[src/afm_consts.svh]
// timing counts and status bit positions for the fault monitor
`ifndef AFM_CONSTS_SVH
`define AFM_CONSTS_SVH
`define AFM_CLK_MHZ 125
`define AFM_PEAK_TIME_MS 1000
`define AFM_PEAK_CYCLES (`AFM_PEAK_TIME_MS * 1000 * `AFM_CLK_MHZ)
`define AFM_ST_OC 0
`define AFM_ST_OV 1
`define AFM_ST_ABORT 2
`define AFM_ST_LATCH_LO 6
`define AFM_ST_LATCH_HI 7
`define AFM_ROUTE_NONE 2'h0
`define AFM_ROUTE_IN7 2'h1
`define AFM_ROUTE_ABORT 2'h2
`endif

[src/afm_pkg.sv]
// types for the fault monitor
package afm_pkg;
  typedef enum logic [1:0] {AFM_PEAK_OK, AFM_PEAK_CAPPED} afm_peak_t;
endpackage

[src/afm_top.sv]
// amplifier fault supervision and torque limiting
`timescale 1ns/1ps
`include "afm_consts.svh"
//
// Operation
// - peak torque allowed at most one second
// - then cap continuous; low time refills budget
// - over-current disables amplifier and flags fault
// - no jumper: no controller action on over-current
// - input-seven route: drive input, run handler
// - abort route: assert abort on over-current
// - over-current stays latched until clear sequence
// - over-voltage flags, stops current, shorts phases
// - over-voltage recovers automatically, never latches
// - lockout jumper: abort disables stage, latches
// - non-latching faults reported live
// - latch only while bank has servo-active axis
// - status query returns eight-bit fault mask
// - fault starts handler routine when present
module afm_top #(
  parameter int TW = 16,
  parameter int PEAK_CYCLES = `AFM_PEAK_CYCLES
) (
  // clock and reset
  input wire logic CORE_CLK,
  input wire logic SRST,
  // torque
  input wire logic [TW-1:0] TORQUE_COMMAND_VALUE,
  input wire logic [TW-1:0] PEAK_TORQUE_LIMIT,
  input wire logic [TW-1:0] CONTINUOUS_TORQUE_CAP,
  output logic [TW-1:0] TORQUE_OUT,
  // amplifier pins; fault line and enable per bank (bit0 A-D, bit1 E-H), others shared
  input wire logic [1:0] OVERCURRENT_FAULT_LINE,
  input wire logic OVERVOLT_IN,
  input wire logic ABORT_IN,
  output logic [1:0] STAGE_ENABLE,
  output logic PHASE_SHORT,
  // configuration
  input wire logic [1:0] OVERCURRENT_ROUTE_JUMPER,
  input wire logic EMERGENCY_LOCKOUT_JUMPER,
  input wire logic INPUT_POLARITY_CONFIG,
  input wire logic FAULT_HANDLER_ARM,
  input wire logic FAULT_HANDLER_ROUTINE,
  input wire logic [1:0] SERVO_ACTIVE,
  input wire logic [1:0] DRIVE_DISABLE_CMD,
  input wire logic [1:0] SERVO_HOLD_CMD,
  // controller side
  output logic GENERAL_INPUT_SEVEN,
  output logic ABORT_INPUT,
  output logic HANDLER_START,
  // status port
  input wire logic [3:0] ADDR,
  input wire logic [7:0] WDATA,
  input wire logic WR,
  input wire logic RD,
  output logic [7:0] RDATA,
  output logic IRQ
);
  localparam logic [3:0] A_STAT = 4'h0;
  localparam logic [3:0] A_IRQ = 4'h1;
  localparam logic [3:0] A_MASK = 4'h2;
  localparam logic [31:0] PEAK_N = 32'(PEAK_CYCLES);

  // pin synchronisers, first stage read only by the second
  // costs two cycles of fault latency, buys freedom from metastability
  logic [3:0] s1_q, s2_q, s1_d;
  always_comb s1_d = {ABORT_IN, OVERVOLT_IN, OVERCURRENT_FAULT_LINE};
  always_ff @(posedge CORE_CLK)
  begin
    if (SRST)
    begin
      s1_q <= 4'h0;
      s2_q <= 4'h0;
    end
    else
    begin
      s1_q <= s1_d;
      s2_q <= s1_q;
    end
  end
  logic [1:0] oc;
  logic ov, ab;
  always_comb
  begin
    oc = s2_q[1:0];
    ov = s2_q[2];
    ab = s2_q[3];
  end

  // peak budget: drains above cap, refills below cap
  // one count per cycle, so a full refill lasts as long as the peak itself
  // exactly at the cap the budget neither drains nor refills
  logic [31:0] bud_q, bud_d;
  afm_pkg::afm_peak_t pk_q, pk_d;
  logic [TW-1:0] tq_d, tq_q;
  always_comb
  begin
    bud_d = bud_q;
    pk_d = pk_q;
    if (TORQUE_COMMAND_VALUE > CONTINUOUS_TORQUE_CAP)
    begin
      if (bud_q != 32'h0) bud_d = bud_q - 32'h1;
    end
    else if (TORQUE_COMMAND_VALUE < CONTINUOUS_TORQUE_CAP && bud_q < PEAK_N)
      bud_d = bud_q + 32'h1;
    unique case (pk_q)
      afm_pkg::AFM_PEAK_OK: if (bud_d == 32'h0) pk_d = afm_pkg::AFM_PEAK_CAPPED;
      afm_pkg::AFM_PEAK_CAPPED: if (bud_d == PEAK_N) pk_d = afm_pkg::AFM_PEAK_OK;
    endcase
    tq_d = TORQUE_COMMAND_VALUE;
    if (tq_d > PEAK_TORQUE_LIMIT) tq_d = PEAK_TORQUE_LIMIT;
    if (pk_q == afm_pkg::AFM_PEAK_CAPPED && tq_d > CONTINUOUS_TORQUE_CAP)
      tq_d = CONTINUOUS_TORQUE_CAP;
    if (ov) tq_d = '0;
  end
  always_ff @(posedge CORE_CLK)
  begin
    if (SRST)
    begin
      bud_q <= PEAK_N;
      pk_q <= afm_pkg::AFM_PEAK_OK;
      tq_q <= '0;
    end
    else
    begin
      bud_q <= bud_d;
      pk_q <= pk_d;
      tq_q <= tq_d;
    end
  end

  // per-bank latching: over-current and lockout abort
  logic [1:0] oc_lat_q, oc_lat_d, ab_lat_q, ab_lat_d, clr_arm_q, clr_arm_d, clr;
  always_comb
  begin
    for (int b = 0; b < 2; b++)
    begin
      clr_arm_d[b] = clr_arm_q[b];
      clr[b] = 1'b0;
      if (DRIVE_DISABLE_CMD[b]) clr_arm_d[b] = 1'b1;
      else if (SERVO_HOLD_CMD[b] && clr_arm_q[b])
      begin
        clr[b] = 1'b1;
        clr_arm_d[b] = 1'b0;
      end
      // set wins over clear; each bank alone
      oc_lat_d[b] = oc_lat_q[b];
      ab_lat_d[b] = ab_lat_q[b];
      if (clr[b]) oc_lat_d[b] = 1'b0;
      if (clr[b]) ab_lat_d[b] = 1'b0;
      if (oc[b] && SERVO_ACTIVE[b]) oc_lat_d[b] = 1'b1;
      if (ab && EMERGENCY_LOCKOUT_JUMPER && SERVO_ACTIVE[b]) ab_lat_d[b] = 1'b1;
    end
  end
  always_ff @(posedge CORE_CLK)
  begin
    if (SRST)
    begin
      oc_lat_q <= 2'h0;
      ab_lat_q <= 2'h0;
      clr_arm_q <= 2'h0;
    end
    else
    begin
      oc_lat_q <= oc_lat_d;
      ab_lat_q <= ab_lat_d;
      clr_arm_q <= clr_arm_d;
    end
  end

  // amplifier and controller-side outputs
  logic [1:0] en_d;
  logic in7_d, abo_d, hs_d, fault_now, fault_prev_q;
  logic [7:0] st_live;
  always_comb
  begin
    en_d = ~(oc_lat_q | oc | ab_lat_q);
    in7_d = (OVERCURRENT_ROUTE_JUMPER == `AFM_ROUTE_IN7) && (|oc);
    abo_d = (OVERCURRENT_ROUTE_JUMPER == `AFM_ROUTE_ABORT) && (|oc);
    st_live = 8'h00;
    st_live[`AFM_ST_OC] = |oc_lat_q;
    st_live[`AFM_ST_OV] = ov;
    st_live[`AFM_ST_ABORT] = |ab_lat_q;
    st_live[`AFM_ST_LATCH_LO] = oc_lat_q[0] | ab_lat_q[0];
    st_live[`AFM_ST_LATCH_HI] = oc_lat_q[1] | ab_lat_q[1];
    // over-voltage and lockout abort always reach the handler
    fault_now = ov | (|ab_lat_q);
    // unrouted or unarmed over-current stays invisible to the program
    if ((OVERCURRENT_ROUTE_JUMPER == `AFM_ROUTE_IN7) && FAULT_HANDLER_ARM &&
      INPUT_POLARITY_CONFIG)
      fault_now = fault_now | (|oc_lat_q);
    // one pulse per rising fault, so the handler is not re-entered
    hs_d = FAULT_HANDLER_ROUTINE && fault_now && !fault_prev_q;
  end

  // status, mask, event flags; read of flags clears them
  logic [7:0] irq_st_q, irq_st_d, mask_q, mask_d, rd_d, rd_q;
  logic irq_d;
  always_comb
  begin
    irq_st_d = irq_st_q;
    if (RD && ADDR == A_IRQ) irq_st_d = 8'h00;
    irq_st_d = irq_st_d | st_live;
    mask_d = mask_q;
    if (WR && ADDR == A_MASK) mask_d = WDATA;
    unique case (ADDR)
      A_STAT: rd_d = st_live;
      A_IRQ: rd_d = irq_st_q;
      A_MASK: rd_d = mask_q;
      default: rd_d = 8'h00;
    endcase
    if (!RD) rd_d = 8'h00;
    irq_d = |(irq_st_d & mask_d);
  end
  always_ff @(posedge CORE_CLK)
  begin
    if (SRST)
    begin
      STAGE_ENABLE <= 2'h0;
      PHASE_SHORT <= 1'b0;
      GENERAL_INPUT_SEVEN <= 1'b0;
      ABORT_INPUT <= 1'b0;
      HANDLER_START <= 1'b0;
      fault_prev_q <= 1'b0;
      irq_st_q <= 8'h00;
      mask_q <= 8'h00;
      rd_q <= 8'h00;
      IRQ <= 1'b0;
    end
    else
    begin
      STAGE_ENABLE <= en_d;
      PHASE_SHORT <= ov;
      GENERAL_INPUT_SEVEN <= in7_d;
      ABORT_INPUT <= abo_d;
      HANDLER_START <= hs_d;
      fault_prev_q <= fault_now;
      irq_st_q <= irq_st_d;
      mask_q <= mask_d;
      rd_q <= rd_d;
      IRQ <= irq_d;
    end
  end
  always_comb RDATA = rd_q;
  always_comb TORQUE_OUT = tq_q;

  // torque and over-voltage checks
  AST_OV_SHORT: assert property (@(posedge CORE_CLK) disable iff (SRST)
    ov |=> PHASE_SHORT && TORQUE_OUT == '0) else $error("ov no short");
  AST_OV_RECOVER: assert property (@(posedge CORE_CLK) disable iff (SRST)
    $fell(ov) |=> !PHASE_SHORT) else $error("ov stuck");

  // over-current and lockout checks
  AST_OC_DISABLE: assert property (@(posedge CORE_CLK) disable iff (SRST)
    oc[0] |=> !STAGE_ENABLE[0]) else $error("oc enabled");
  AST_LOCKOUT: assert property (@(posedge CORE_CLK) disable iff (SRST)
    ab_lat_q[0] |=> !STAGE_ENABLE[0]) else $error("lockout enabled");
  AST_OC_HOLD: assert property (@(posedge CORE_CLK) disable iff (SRST)
    oc_lat_q[0] && !clr[0] |=> oc_lat_q[0]) else $error("oc dropped");

  // routing checks
  AST_NO_ROUTE: assert property (@(posedge CORE_CLK) disable iff (SRST)
    OVERCURRENT_ROUTE_JUMPER == `AFM_ROUTE_NONE |=> !GENERAL_INPUT_SEVEN && !ABORT_INPUT)
    else $error("unrouted action");
  AST_IN7: assert property (@(posedge CORE_CLK) disable iff (SRST)
    OVERCURRENT_ROUTE_JUMPER == `AFM_ROUTE_IN7 && oc[1] |=> GENERAL_INPUT_SEVEN)
    else $error("in7 missing");
  AST_ABORT: assert property (@(posedge CORE_CLK) disable iff (SRST)
    OVERCURRENT_ROUTE_JUMPER == `AFM_ROUTE_ABORT && oc[0] |=> ABORT_INPUT)
    else $error("abort missing");

  // bank checks
  AST_NO_LATCH_IDLE: assert property (@(posedge CORE_CLK) disable iff (SRST)
    !oc_lat_q[1] && !SERVO_ACTIVE[1] |=> !oc_lat_q[1]) else $error("latched idle");
  AST_BANK_INDEP: assert property (@(posedge CORE_CLK) disable iff (SRST)
    clr[0] && !clr[1] && oc_lat_q[1] |=> oc_lat_q[1]) else $error("bank leak");

  // status port checks
  AST_RD_IDLE: assert property (@(posedge CORE_CLK) disable iff (SRST)
    !RD |=> RDATA == 8'h00) else $error("read data without read");
  AST_OV_LIVE: assert property (@(posedge CORE_CLK) disable iff (SRST)
    RD && ADDR == A_STAT |=> RDATA[`AFM_ST_OV] == $past(ov)) else $error("ov not live");
  AST_BANK_REPORT: assert property (@(posedge CORE_CLK) disable iff (SRST)
    RD && ADDR == A_STAT |=> RDATA[`AFM_ST_LATCH_HI] == $past(oc_lat_q[1] | ab_lat_q[1]))
    else $error("bank bit wrong");

  // torque budget checks
  AST_CAP: assert property (@(posedge CORE_CLK) disable iff (SRST)
    pk_q == afm_pkg::AFM_PEAK_CAPPED && !ov |=> TORQUE_OUT <= CONTINUOUS_TORQUE_CAP)
    else $error("cap exceeded");
  AST_PEAK: assert property (@(posedge CORE_CLK) disable iff (SRST)
    ##1 TORQUE_OUT <= $past(PEAK_TORQUE_LIMIT)) else $error("peak exceeded");

  // scenario covers
  COV_OC: cover property (@(posedge CORE_CLK) oc_lat_q[0] ##[1:20] clr[0]);
  COV_CAP: cover property (@(posedge CORE_CLK) pk_q == afm_pkg::AFM_PEAK_CAPPED);
  COV_OV: cover property (@(posedge CORE_CLK) PHASE_SHORT ##1 !PHASE_SHORT);
  COV_HS: cover property (@(posedge CORE_CLK) HANDLER_START);
  COV_ABORT: cover property (@(posedge CORE_CLK) ab_lat_q[0]);
endmodule

[config.mk]
export PLATFORM = sky130hd
export DESIGN_NAME = afm_top
export DESIGN_NICKNAME = d
export VERILOG_FILES = /design/src/afm_pkg.sv /design/src/afm_top.sv
export VERILOG_INCLUDE_DIRS = /design/src
export SDC_FILE = /design/constraint.sdc
export NUM_CORES = 1
export LEC_CHECK = 0
export BUFFER_PORTS_ARGS = -buffer_cell sky130_fd_sc_hd__buf_2
export CORE_AREA = 2 2 141 102
export CTS_CLUSTER_SIZE = 24
export DETAILED_ROUTE_END_ITERATION = 16
export DIE_AREA = 0 0 143 104
export GPL_ROUTABILITY_DRIVEN = 0
export GPL_TIMING_DRIVEN = 0
export HOLD_SLACK_MARGIN = 0.1
export PLACE_DENSITY = 0.76
export SYNTH_ARGS = -nofsm -noshare
export SYNTH_HDL_FRONTEND = slang
export SYNTH_SLANG_ARGS = --single-unit
[constraint.sdc]
create_clock -name CORE_CLK -period 5.1 [get_ports CORE_CLK]
set_clock_uncertainty 0.1 [all_clocks]
set_input_delay 0.765 -clock CORE_CLK [delete_from_list [all_inputs] [get_ports CORE_CLK]]
set_output_delay 0.765 -clock CORE_CLK [all_outputs]
set_load 0.01 [all_outputs]
==> results of run 1 <==
[layout by cell type (no fill, tap or decap), types with 5 or more instances in the layout]
| cell type | n |
|---|---|
| a21o_1 | 9 |
| a21oi_1 | 32 |
| a22oi_1 | 7 |
| a31oi_1 | 7 |
| and2_1 | 19 |
| and3_1 | 14 |
| buf_2 | 114 |
| buf_4 | 6 |
| clkbuf_1 | 13 |
| clkbuf_16 | 9 |
| dfxtp_1 | 95 |
| ha_1 | 51 |
| inv_1 | 59 |
| mux2i_1 | 36 |
| nand2_1 | 37 |
| nand3_1 | 19 |
| nand4_1 | 21 |
| nor2_1 | 51 |
| nor2b_1 | 13 |
| nor3_1 | 27 |
| nor4_1 | 26 |
| nor4b_1 | 5 |
| o21a_1 | 16 |
| o21ai_0 | 40 |
| o22ai_1 | 6 |
| or2_2 | 5 |
| or3_1 | 7 |
| xnor2_1 | 16 |
| xor2_1 | 5 |
[area by class of cell]
class | count | area, µm²
fillers | 1271 | 6420
multi-input cells | 532 | 3760
flip-flops and latches | 95 | 1900
repair buffers | 114 | 583
well taps | 190 | 238
clock buffers | 9 | 225
inverters | 59 | 221
plain buffers | 23 | 123
clock inverters | 7 | 83.8
[metrics by stage]
step / instance area (µm²) / worst slack (ns) / util, %
floorplan: 5940 / 0.0603 / -
global placement: 6730 / -0.840 / 49.6
detailed placement: 6740 / -0.868 / 49.7
CTS: 7110 / 0.0750 / 52.4
global route: 7130 / -0.0204 / 52.6
finish: 7130 / 0.221 / 52.6
[repair_timing]
action                                  4_1_cts  5_1_grt
pin swaps                                     0        2
endpoints found under the setup margin       16       16
hold endpoints to repair                      0        0
gates cloned                                  0        0
gates resized for setup                       9        8
setup buffers                                 3        2
[cells by family after synthesis]
| family | count (synthesis) | share of synthesized area (%) |
|---|---|---|
| flops | 95 | 32.0 |
| xor+xnor | 21 | 3.10 |
| compound gates | 142 | 15.1 |
| simple gates | 281 | 27.4 |
| fa+ha+maj | 51 | 10.7 |
| buf+inv | 82 | 5.35 |
| mux | 37 | 6.25 |
[worst max-delay path by stage]
| stage | start | endpoint | slack [ns] | cells past startpoint |
|---|---|---|---|---|
| after CTS | TORQUE_COMMAND_VALUE[9] | TORQUE_OUT[12] | 0.07 | 24 |
| final | TORQUE_COMMAND_VALUE[9] | TORQUE_OUT[12] | 0.22 | 24 |
| after floorplan | PEAK_TORQUE_LIMIT[9] | TORQUE_OUT[11] | 0.06 | 24 |
| after detailed placement | TORQUE_COMMAND_VALUE[1] | TORQUE_OUT[12] | -0.87 | 24 |
| after global placement | TORQUE_COMMAND_VALUE[1] | TORQUE_OUT[11] | -0.84 | 24 |
| after global routing | TORQUE_COMMAND_VALUE[9] | TORQUE_OUT[12] | -0.02 | 24 |
[critical path, delay by kind of cell]
kind / cells / cell delay [ns]
muxes: 1 / 0.24
AOI/OAI and AO/OA: 17 / 2.95
adders and majority gates: 2 / 0.60
and+or+nand+nor: 1 / 0.13
buffers and inverters: 3 / 0.37
[registers in the layout, indices dropped and copies added (netlist names)]
register / flops
bud_q: 32
TORQUE_OUT: 16
RDATA: 8
irq_st_q: 8
mask_q: 8
s1_q: 4
s2_q: 4
STAGE_ENABLE: 2
ab_lat_q: 2
clr_arm_q: 2
oc_lat_q: 2
ABORT_INPUT: 1
GENERAL_INPUT_SEVEN: 1
HANDLER_START: 1
IRQ: 1
PHASE_SHORT: 1
fault_prev_q: 1
pk_q: 1
[where the power goes]
part | internal [mW] | total [mW] | switching [mW]
registers | 0.786 | 0.838 | 0.0521
clock network | 0.353 | 0.692 | 0.339
logic | 0.251 | 0.596 | 0.345
[routing by layer]
layer / GRT usage (%) / part of all wire (%)
met1: 33.7 / 50
met2: 30.1 / 40
met3: 5.25 / 8.8
met4: 5.30 / 1.0
met5: 0 / 0
==> impl_summary.md, run 1 <==
Placed design
In this run, placement finished with an instance count of 1008. The total of buffers placed on input and output ports is 109. The wire-length estimate of the detail-placed layout is 12600 µm.

Synth
The count of synthesis-stage warnings from yosys is 0. Summing the sequential cell areas from Yosys gives between 30% and 40% of the chip area. The cell with the most instances after synthesis is dfxtp_1. The net count of the mapped netlist is 840. Sorting the synthesized cells by how often they occur yields 95 x dfxtp_1, 59 x inv_1, 51 x ha_1, 51 x nor2_1, 40 x o21ai_0.

After synthesis, the cell types taking the most area are dfxtp_1 32%, ha_1 11%, mux2i_1 6.1%, inv_1 3.7%, o21ai_0 3.4%. The cell area that synthesis handed to floorplanning was ~0.0059 mm². The netlist uses 65 different library cells. The largest total area in the synthesized netlist belongs to dfxtp_1.

The number of cells produced by synthesis is 709. Summed over its instances, the top area cell type makes up between 30% and 40% of the synthesized netlist area. The count of flip-flops with a built-in enable after synthesis is 0. A synthesized cell averages 8.38 µm².

The share of synthesized registers carrying an async set or reset is 0%. Synthesis inferred 95 register bits. The most used flip-flop cell after synthesis is dfxtp_1.

Floorplan
The die covers approximately 0.015 mm². The y dimension of the die is 104 µm. In this run the core area contains 36 standard-cell rows.

The initial core utilization is 43.8%. The die is 143 µm wide. The number of top-level pins is 111. The core box area is 0.0136 mm².

STA
The count of final setup violators is 0. Timing would allow up to around 200 MHz. The accumulated negative setup slack is 0 ns.

Final hold analysis gives a worst-case slack of 0.331 ns. The worst path in the final design needs a cycle of 4.88 ns, including I/O delays and setup. The part of the cycle the worst path needs is 95.7%. The worst pin sits at a relative slew slack of 34.4%.

The transition time at the pin with the least slew margin is 0.981 ns. The final hold violation count was 0. The number of max-slew violations in the final report is 0.

Setup path
The worst path required time is 5.28 ns. The endpoint kind of the worst setup timing path is a flip-flop. Counting cells, the worst reg-to-reg path comes to 11. For the worst setup path, the data arrival time is 5.06 ns. For this design, the slowest cell found on the critical path is ha_1. The startpoint of the worst register-to-register path is bud_q[20]. By startpoint and endpoint, the worst setup path is classified as input port to flip-flop.

In this design, the stage delay of the slowest critical-path cell is 0.31 ns. The capturing point of the worst reg2reg path is pk_q[0]. STA classifies the critical path startpoint as an input port. Along the worst path, the maximum fanout reaches 10. The most numerous cell type found on the critical path is a21o_1. Across all register-to-register paths, the minimum setup slack is 1.61 ns. Traced cell by cell, the critical path runs through buf_2 -> ha_1 -> a21o_1 -> a21o_1 -> a21o_1 -> a21o_1 -> a21o_1 -> a21o_1 -> a221oi_2 -> a31oi_4 -> mux2i_1 -> inv_1 -> ha_1 -> nor2b_1 -> o21a_1 -> o21a_1 -> o21a_1 -> o21a_1 -> o21a_1 -> o21bai_1 -> a311o_2 -> buf_6 -> o21ai_0 -> a21oi_1.

Clocking
Clock latency on the worst-skew pair, taken at its later pin, is 0.36 ns. TritonCTS created 9 clock buffers. Clock-pin slew was measured on the worst setup and hold paths at approximately 0.080 ns. The number of levels in the clock H-tree is 3. The clock drives 95 sinks. The buffer cell driving the clock tree root is clkbuf_16. TritonCTS built the clock tree.

The number of buffers added to fix hold violations after cts is 0. The clock passes through at most 2 buffers.

Cells and area
The number of nets in the layout is approximately 970. Of the cells placed in the final design, the portion with a size suffix greater than 1 is 19.4%. Excluding fillers, the count of instances in the completed layout stands at around 1000. The diode insertion count for antenna repair is 0. From synthesis to final layout, the design area changed by 20.0%.

GRT
The global-route wire length before repair is 26200 µm. The number of antenna violations at the first check in global routing is 0. The number of global-route vias before repair was 5312. Entering global routing, the biggest net connects 21 pins. The global-route congestion overflow total is 0. Global routing used around 22% of the available tracks across all layers.

Power
The worst supply voltage drop on vdd is 0.000198 V. Power spread over the standard cell area amounts to 298 mW/mm². The total design power is 2.13 mW. In this run the static leakage power is 3.24 nW.

Hold path
The sink of the worst hold path is s2_q[2]. The path category of the worst min-delay check is flip-flop to flip-flop. Counting instances, the worst hold path has a depth of 1. The startpoint of the tightest hold check path is s1_q[2].

Status
The flow ran to the end, and the final reports show no timing, DRC or antenna violations.

Routing
The number of design rule violations left after detail routing is 0. The routed length per placed instance is 15.5 µm. The first detailed-routing pass ran for 5 iterations. The detailed router placed 5749 vias in this run. Summed over all layers, the routed wires come to 15900 µm. In this run the remaining antenna-violating nets after routing total 0. After the first detailed-routing iteration, the DRC count stood at 534. Dividing the detail-routed via count by the number of cells gives about 5.6.

Job
Max-cap violations in this run came to 0.
Note: power is estimated with default switching activity, not from simulation.
==> run 2, diff against run 1 <==
- CTS_BUF_LIST: not set -> sky130_fd_sc_hd__clkbuf_8
==> run 2 against run 1 <==
  * Total power fell by 8.1%
  * Via count shrank 1.1%
  * Critical path depth did not move
  * Wire length shrank 1.1%
  * First-iteration DRC count is 1.1% higher
  * Largest power group unchanged
==> impl_summary.md, run 2 (synthesis gave the netlist of run 1 again) <==
Setup path
The element type at the critical path start is an input port. The startpoint of the worst register-to-register path is bud_q[20]. The critical path starts at TORQUE_COMMAND_VALUE[9]. The path type of the worst setup path is input port to flip-flop. The capturing point of the worst reg2reg path is pk_q[0]. The worst-case reg-to-reg path depth is 11 (unchanged).

The worst path required time was 5.32 ns (+0.04 ns). The worst setup path is captured at a flip-flop. The capture point of the critical path is TORQUE_OUT[12].

The data arrival at the endpoint of the critical path is 5.04 ns (-0.02 ns). The maximum fanout along the worst path is 10 (unchanged). The internal reg-to-reg setup slack came to 1.57 ns (-0.04 ns).

Cells and area
The diode insertion count for antenna repair is 0 (unchanged). The largest registers in the layout are bud_q (32), TORQUE_OUT (16). In the layout the commonest cells are 114 x buf_2, 95 x dfxtp_1, 59 x inv_1. The number of nets in the layout is 964 (-0.10%).

Leaving out fill and tap cells, the most frequent cell in the layout is buf_2. Relative to the synthesized area, the layout overhead comes to 18.2%. The fraction of layout cells with a size suffix above 1 is 19.3% (-0.096 points). Ranked by flip-flop count, first place goes to bud_q. The final standard cell count with taps included and fillers excluded is 1028 (-0.097%). The number of flip-flops in the largest register is 32 (unchanged). The count of filler cells inserted in the layout is 1287 (+1.3%).

STA
The count of final setup violators came to 0 (unchanged). The top achievable clock speed is 207 MHz (+1.1%). The post-layout minimum cycle time is 4.83 ns (-0.0538 ns).

Setup repair after global routing left no endpoint under its margin. The final hold violation count is 0 (unchanged). The transition time at the pin with the least slew margin is 0.989 ns (+0.00791 ns). The max-slew headroom at the worst pin came to 33.9% (-0.53 points). The part of the cycle the worst path needs is 94.6% (-1.1 points).

The number of max-slew violations in the final report is 0 (unchanged). The worst setup margin is 0.274 ns (+0.0538 ns). The final hold slack is 0.334 ns (+0.00314 ns).

Power
The switching power as a share of total power is 36.7% (+2.1 points). The internal power is 1.24 mW (-11%). The share of total power in sequential cells was 42.9% (+3.5 points).

The static leakage power came to 3.19 nW (-1.6%). The total power divided by cell area is 278 mW/mm² (-6.7%). The net switching component of the power came to 0.717 mW (-2.5%).

The worst supply voltage drop on vdd is 0.000156 V (-21%). The total design power was 1.95 mW (-8.1%). The clock group share of total power is 26.5% (-6.1 points). The portion of total power attributed to combinational logic is 30.6% (+2.6 points).

Clocking
The number of levels in the clock H-tree is 3 (unchanged). The clock-pin slew of the registers on the worst-case setup and hold paths is 0.11 ns (+0.03 ns). The number of sinks on the clock net is 95 (unchanged). The clock latency on the worst-skew pair was 0.39 ns (+0.03 ns).

The maximum clock insertion buffer count is 2 (unchanged). The buffer cell driving the clock tree root is clkbuf_8. The number of buffers added to fix hold violations after cts is 0 (unchanged).

The CTS tree is built. The number of buffers inserted during clock tree synthesis is 9 (unchanged).

Placed design
The detailed placement HPWL was 12600 µm (unchanged). The total of buffers placed on input and output ports is 109 (unchanged). The worst setup slack before clock tree synthesis is -0.868 ns (unchanged). The number of instances in the placed design was 1008 (unchanged).

GRT
The pin count of the biggest net entering global routing came to 21 (unchanged). The number of global-route vias before repair is 5281 (-0.58%). The global-route usage over all layers was 21.7% (-0.13 points). The global-route wire length before repair is 26000 µm (-0.74%). The number of antenna violations at the first check in global routing came to 0 (unchanged). The global-route congestion overflow total is 0 (unchanged).

Floorplan
The number of standard-cell rows in the floorplan is 36 (unchanged). The core box area is 0.0136 mm² (unchanged). The y dimension of the die is 104 µm (unchanged). The number of top-level pins was 111 (unchanged). The initial core utilization is 43.8% (unchanged). The horizontal die dimension was 143 µm (unchanged). The die outline area came to 0.0149 mm² (unchanged).

Routing
The number of search-and-repair iterations in the first detailed-routing pass is 5 (unchanged). The number of design rule violations left after detail routing is 0 (unchanged). The via count normalized by instance count is 5.53 (-1.0%).

The iteration-0 DRC count of the detailed router was 540 (+1.1%). The wire length after detailed routing is 15700 µm (-1.1%). The post-route antenna net violation count came to 0 (unchanged). The vias after detailed routing is 5684 (-1.1%). The routed length per placed instance is 15.3 µm (-1.0%).

Hold path
The path category of the worst min-delay check is flip-flop to flip-flop. The worst hold path stage count came to 1 (unchanged).

Job
The number of max-capacitance violations reported is 0 (unchanged).

Status
The run finished with clean final reports.
-- run 2: cell count changes in the layout (fill, tap and decap cells not counted) --
cell,change
buf_4,-1
clkbuf_16,-9
clkbuf_8,+9
-- run 2: how the worst min path moves through the flow --
stage                     slack (ns)     from  endpoint
after CTS                       0.34  s1_q[2]   s2_q[2]
after global placement          0.32  s1_q[2]   s2_q[2]
after global routing            0.36  s1_q[2]   s2_q[2]
after detailed placement        0.33  s1_q[2]   s2_q[2]
final                           0.33  s1_q[2]   s2_q[2]
after floorplan                 0.31  s1_q[0]   s2_q[0]
-- run 2: power groups by stage --
stage | clock network, mW | registers [mW] | logic, mW
final | 0.518 | 0.838 | 0.598
after global routing | 0.558 | 0.845 | 0.655
after CTS | 0.528 | 0.837 | 0.576
after detailed placement | 0 | 0.853 | 0.568
after global placement | 0 | 0.853 | 0.560
after floorplan | 0 | 0.846 | 0.394
-- run 2: critical path: stages --
cell and delay [ns]:
buf_2 0.12, ha_1 0.31, a21o_1 0.18, a21o_1 0.17, a21o_1 0.17, a21o_1 0.17, a21o_1 0.17, a21o_1 0.18
a221oi_2 0.31, a31oi_4 0.10, mux2i_1 0.23, inv_1 0.08, ha_1 0.29, nor2b_1 0.13, o21a_1 0.16, o21a_1 0.17
o21a_1 0.16, o21a_1 0.17, o21a_1 0.17, o21bai_1 0.12, a311o_2 0.27, buf_6 0.17, o21ai_0 0.07, a21oi_1 0.18
-- run 2: layout make-up --
type                       instances  area (µm²)  share of cell area [%]
buffer                            23         123                    1.75
clock buffer                       9         124                    1.76
clock inverter                     7        83.8                    1.19
inverter                          59         221                    3.15
multi-input combinational        532        3760                    53.5
sequential                        95        1900                    27.1
tap                              190         238                    3.38
timing repair buffer             113         576                    8.19
-- run 2: per-stage QoR --
stage	utilization [%]	setup TNS [ns]	instance area, µm²
after global placement	49.6	-12.51	6730
after CTS	51.5	0	6980
final	51.8	0	7020
after floorplan	-	0	5940
after detailed placement	49.7	-12.86	6740
after global routing	51.8	0	7020
-- run 2: what timing repair did --
item,CTS,global route
buffers inserted,2,2
endpoints found under the setup margin,16,16
pin swaps,0,2
gates resized for setup,7,10
-- run 2: routing by layer --
metal	global-route usage [%]	routed length, µm
met1	33.3	7810
met2	29.8	6210
met3	5.76	1490
met4	5.16	193
met5	0	0
==> run 3, diff against run 2 <==
- RECOVER_POWER: not set -> 25
==> run 3 against run 2 <==
  * Global-route usage unchanged
  * First-iteration DRC count up 0.74%
  * Clock power about the same
  * Non-clock buffer count unchanged
  * Maximum frequency about the same
  * Cell area down 0.20%
  * Sequential cell count unchanged
  * Via count up 0.72%
  * Wire length up 0.53%
==> impl_summary.md, run 3 (synthesis gave the netlist of run 1 again) <==
Status
The flow ran to the end, and the final reports show no timing, DRC or antenna violations.

Cells and area
In the layout the commonest cells are 103 x buf_2, 95 x dfxtp_1, 59 x inv_1. The number of flip-flops in the largest register is 32 (unchanged). Compared with the post-synthesis result, the final layout area differs by 18.0%. The most common cell after layout, fill and taps aside is buf_2.

The largest registers in the layout are bud_q (32), TORQUE_OUT (16). The fraction of layout cells with a size suffix above 1 came to 18.0% (-1.3 points). The register with the most flip-flops in the final layout is bud_q. The diode insertion count for antenna repair is 0 (unchanged). The number of nets in the layout is 964 (unchanged). The count of filler cells inserted in the layout came to 1288 (+0.078%).

Clocking
The clock latency on the worst-skew pair is 0.39 ns (about the same). The number of levels in the clock H-tree is 3 (unchanged). The number of buffers inserted during clock tree synthesis is 9 (unchanged).

TritonCTS built the clock tree. The buffer cell driving the clock tree root is clkbuf_8. The clock-pin slew of the registers on the worst-case setup and hold paths is 0.11 ns (about the same). The number of sinks on the clock net came to 95 (unchanged).

The maximum clock insertion buffer count is 2 (unchanged).

STA
The transition time at the pin with the least slew margin is 0.989 ns (-0.000337 ns). The final hold violation count came to 0 (unchanged). The top achievable clock speed is 207 MHz (about the same).

The part of the cycle the worst path needs is 94.7% (about the same). The final hold slack is 0.336 ns (+0.00184 ns). Setup repair after global routing left no endpoint under its margin. The number of max-slew violations in the final report is 0 (unchanged). The post-layout minimum cycle time is 4.83 ns (+0.00206 ns). The max-slew headroom at the worst pin came to 33.9% (about the same). The count of final setup violators came to 0 (unchanged). The worst setup margin is 0.272 ns (-0.00206 ns).

Setup path
The worst path required time is 5.32 ns (about the same). The data arrival at the endpoint of the critical path is 5.04 ns (about the same). The critical path in this run is classified as input port to flip-flop.

The worst setup path is launched from an input port. The maximum fanout along the worst path is 10 (unchanged). The endpoint kind of the worst setup timing path is a flip-flop.

Floorplan
The number of top-level pins is 111 (unchanged). The initial core utilization is 43.8% (unchanged). The number of standard-cell rows in the floorplan is 36 (unchanged). The die outline area came to 0.0149 mm² (unchanged). The core box area is 0.0136 mm² (unchanged). The horizontal die dimension came to 143 µm (unchanged). The y dimension of the die is 104 µm (unchanged).

Placed design
The detailed placement HPWL is 12600 µm (unchanged). The worst setup slack before clock tree synthesis is -0.868 ns (unchanged). The total of buffers placed on input and output ports was 109 (unchanged).

Routing
The iteration-0 DRC count of the detailed router was 544 (+0.74%). The number of search-and-repair iterations in the first detailed-routing pass is 6 (+1). The post-route antenna net violation count was 0 (unchanged). The routed length per placed instance came to 15.4 µm (+0.53%). The number of design rule violations left after detail routing is 0 (unchanged). The via count normalized by instance count is 5.57 (+0.72%).

The vias after detailed routing is 5725 (+0.72%). The wire length after detailed routing is 15800 µm (+0.53%).

GRT
The pin count of the biggest net entering global routing came to 21 (unchanged). The number of global-route vias before repair came to 5281 (unchanged). The most used routing layer is met1. The global-route met1 utilization was 33.3% (unchanged). The global-route usage over all layers is 21.7% (unchanged). The global-route wire length before repair was 26000 µm (unchanged).

The global routing met3 resource utilization is 5.76% (unchanged). The number of antenna violations at the first check in global routing is 0 (unchanged). The met2 global-route usage was 29.8% (unchanged).

The global-route congestion overflow total is 0 (unchanged).

Power
The worst supply voltage drop on vdd is 0.000157 V (+0.36%). The total power divided by cell area is 278 mW/mm² (about the same). The static leakage power came to 3.15 nW (-1.4%).

Job
The number of max-capacitance violations reported is 0 (unchanged).

Hold path
The path category of the worst min-delay check is flip-flop to flip-flop.
run 3: worst max-delay path, stage by stage:
cell	delay, ns
buf_2	0.12
ha_1	0.31
a21o_1	0.18
a21o_1	0.17
a21o_1	0.17
a21o_1	0.17
a21o_1	0.17
a21o_1	0.18
a221oi_2	0.31
a31oi_4	0.10
mux2i_1	0.23
inv_1	0.08
ha_1	0.29
nor2b_1	0.13
o21a_1	0.16
o21a_1	0.17
o21a_1	0.16
o21a_1	0.17
o21a_1	0.17
o21bai_1	0.12
a311o_2	0.27
buf_6	0.17
o21ai_0	0.07
a21oi_1	0.18
run 3: repair_timing:
action / CTS / global route
pin swaps: 0 / 2
cloned: 0 / 0
hold buffers: 0 / 0
endpoints found under the setup margin: 16 / 16
resized for setup: 7 / 10
setup buffers: 2 / 2
run 3: path summary, 6_finish.rpt:
path | start | end | slack (ns) | cells after the start
worst min register to register | s1_q[2] | s2_q[2] | 0.34 | 1
worst max register to register | bud_q[26] | pk_q[0] | 1.57 | 10
worst min-delay path | s1_q[2] | s2_q[2] | 0.34 | 1
worst max-delay path | TORQUE_COMMAND_VALUE[9] | TORQUE_OUT[12] | 0.27 | 24
run 3: where the power goes:
group,leakage (nW),switching (mW),internal (mW)
registers,0.775,0.0514,0.786
logic,2.27,0.345,0.249
clock network,0.105,0.318,0.200
total,3.15,0.715,1.24
run 3: metal layers:
metal / part of all wire [%] / routed length, µm / up-vias
met3: 8.9 / 1410 / 27
met5: 0 / 0 / -
li1: - / - / 2848
met4: 1.3 / 210 / 0
met1: 50 / 7940 / 2617
met2: 39 / 6240 / 233
run 3: through the flow:
stage / util (%) / TNS [ns] / area (µm²) / cells / total power, mW
finish: 51.7 / 0 / 7010 / 1028 / 1.95
floorplan: - / 0 / 5940 / 709 / 1.24
global route: 51.7 / 0 / 7010 / 1028 / 2.06
CTS: 51.5 / 0 / 6980 / 1026 / 1.94
detailed placement: 49.7 / -12.86 / 6740 / 1008 / 1.42
global placement: 49.6 / -12.51 / 6730 / 1008 / 1.41
run 3: final cells by class:
type | count | area, µm² | share of cell area [%]
Multi-Input combinational cell | 532 | 3760 | 53.6
Sequential cell | 95 | 1900 | 27.1
Timing Repair Buffer | 113 | 562 | 8.01
Tap cell | 190 | 238 | 3.39
Inverter | 59 | 221 | 3.16
Clock buffer | 9 | 124 | 1.77
Buffer | 23 | 123 | 1.75
Clock inverter | 7 | 83.8 | 1.20
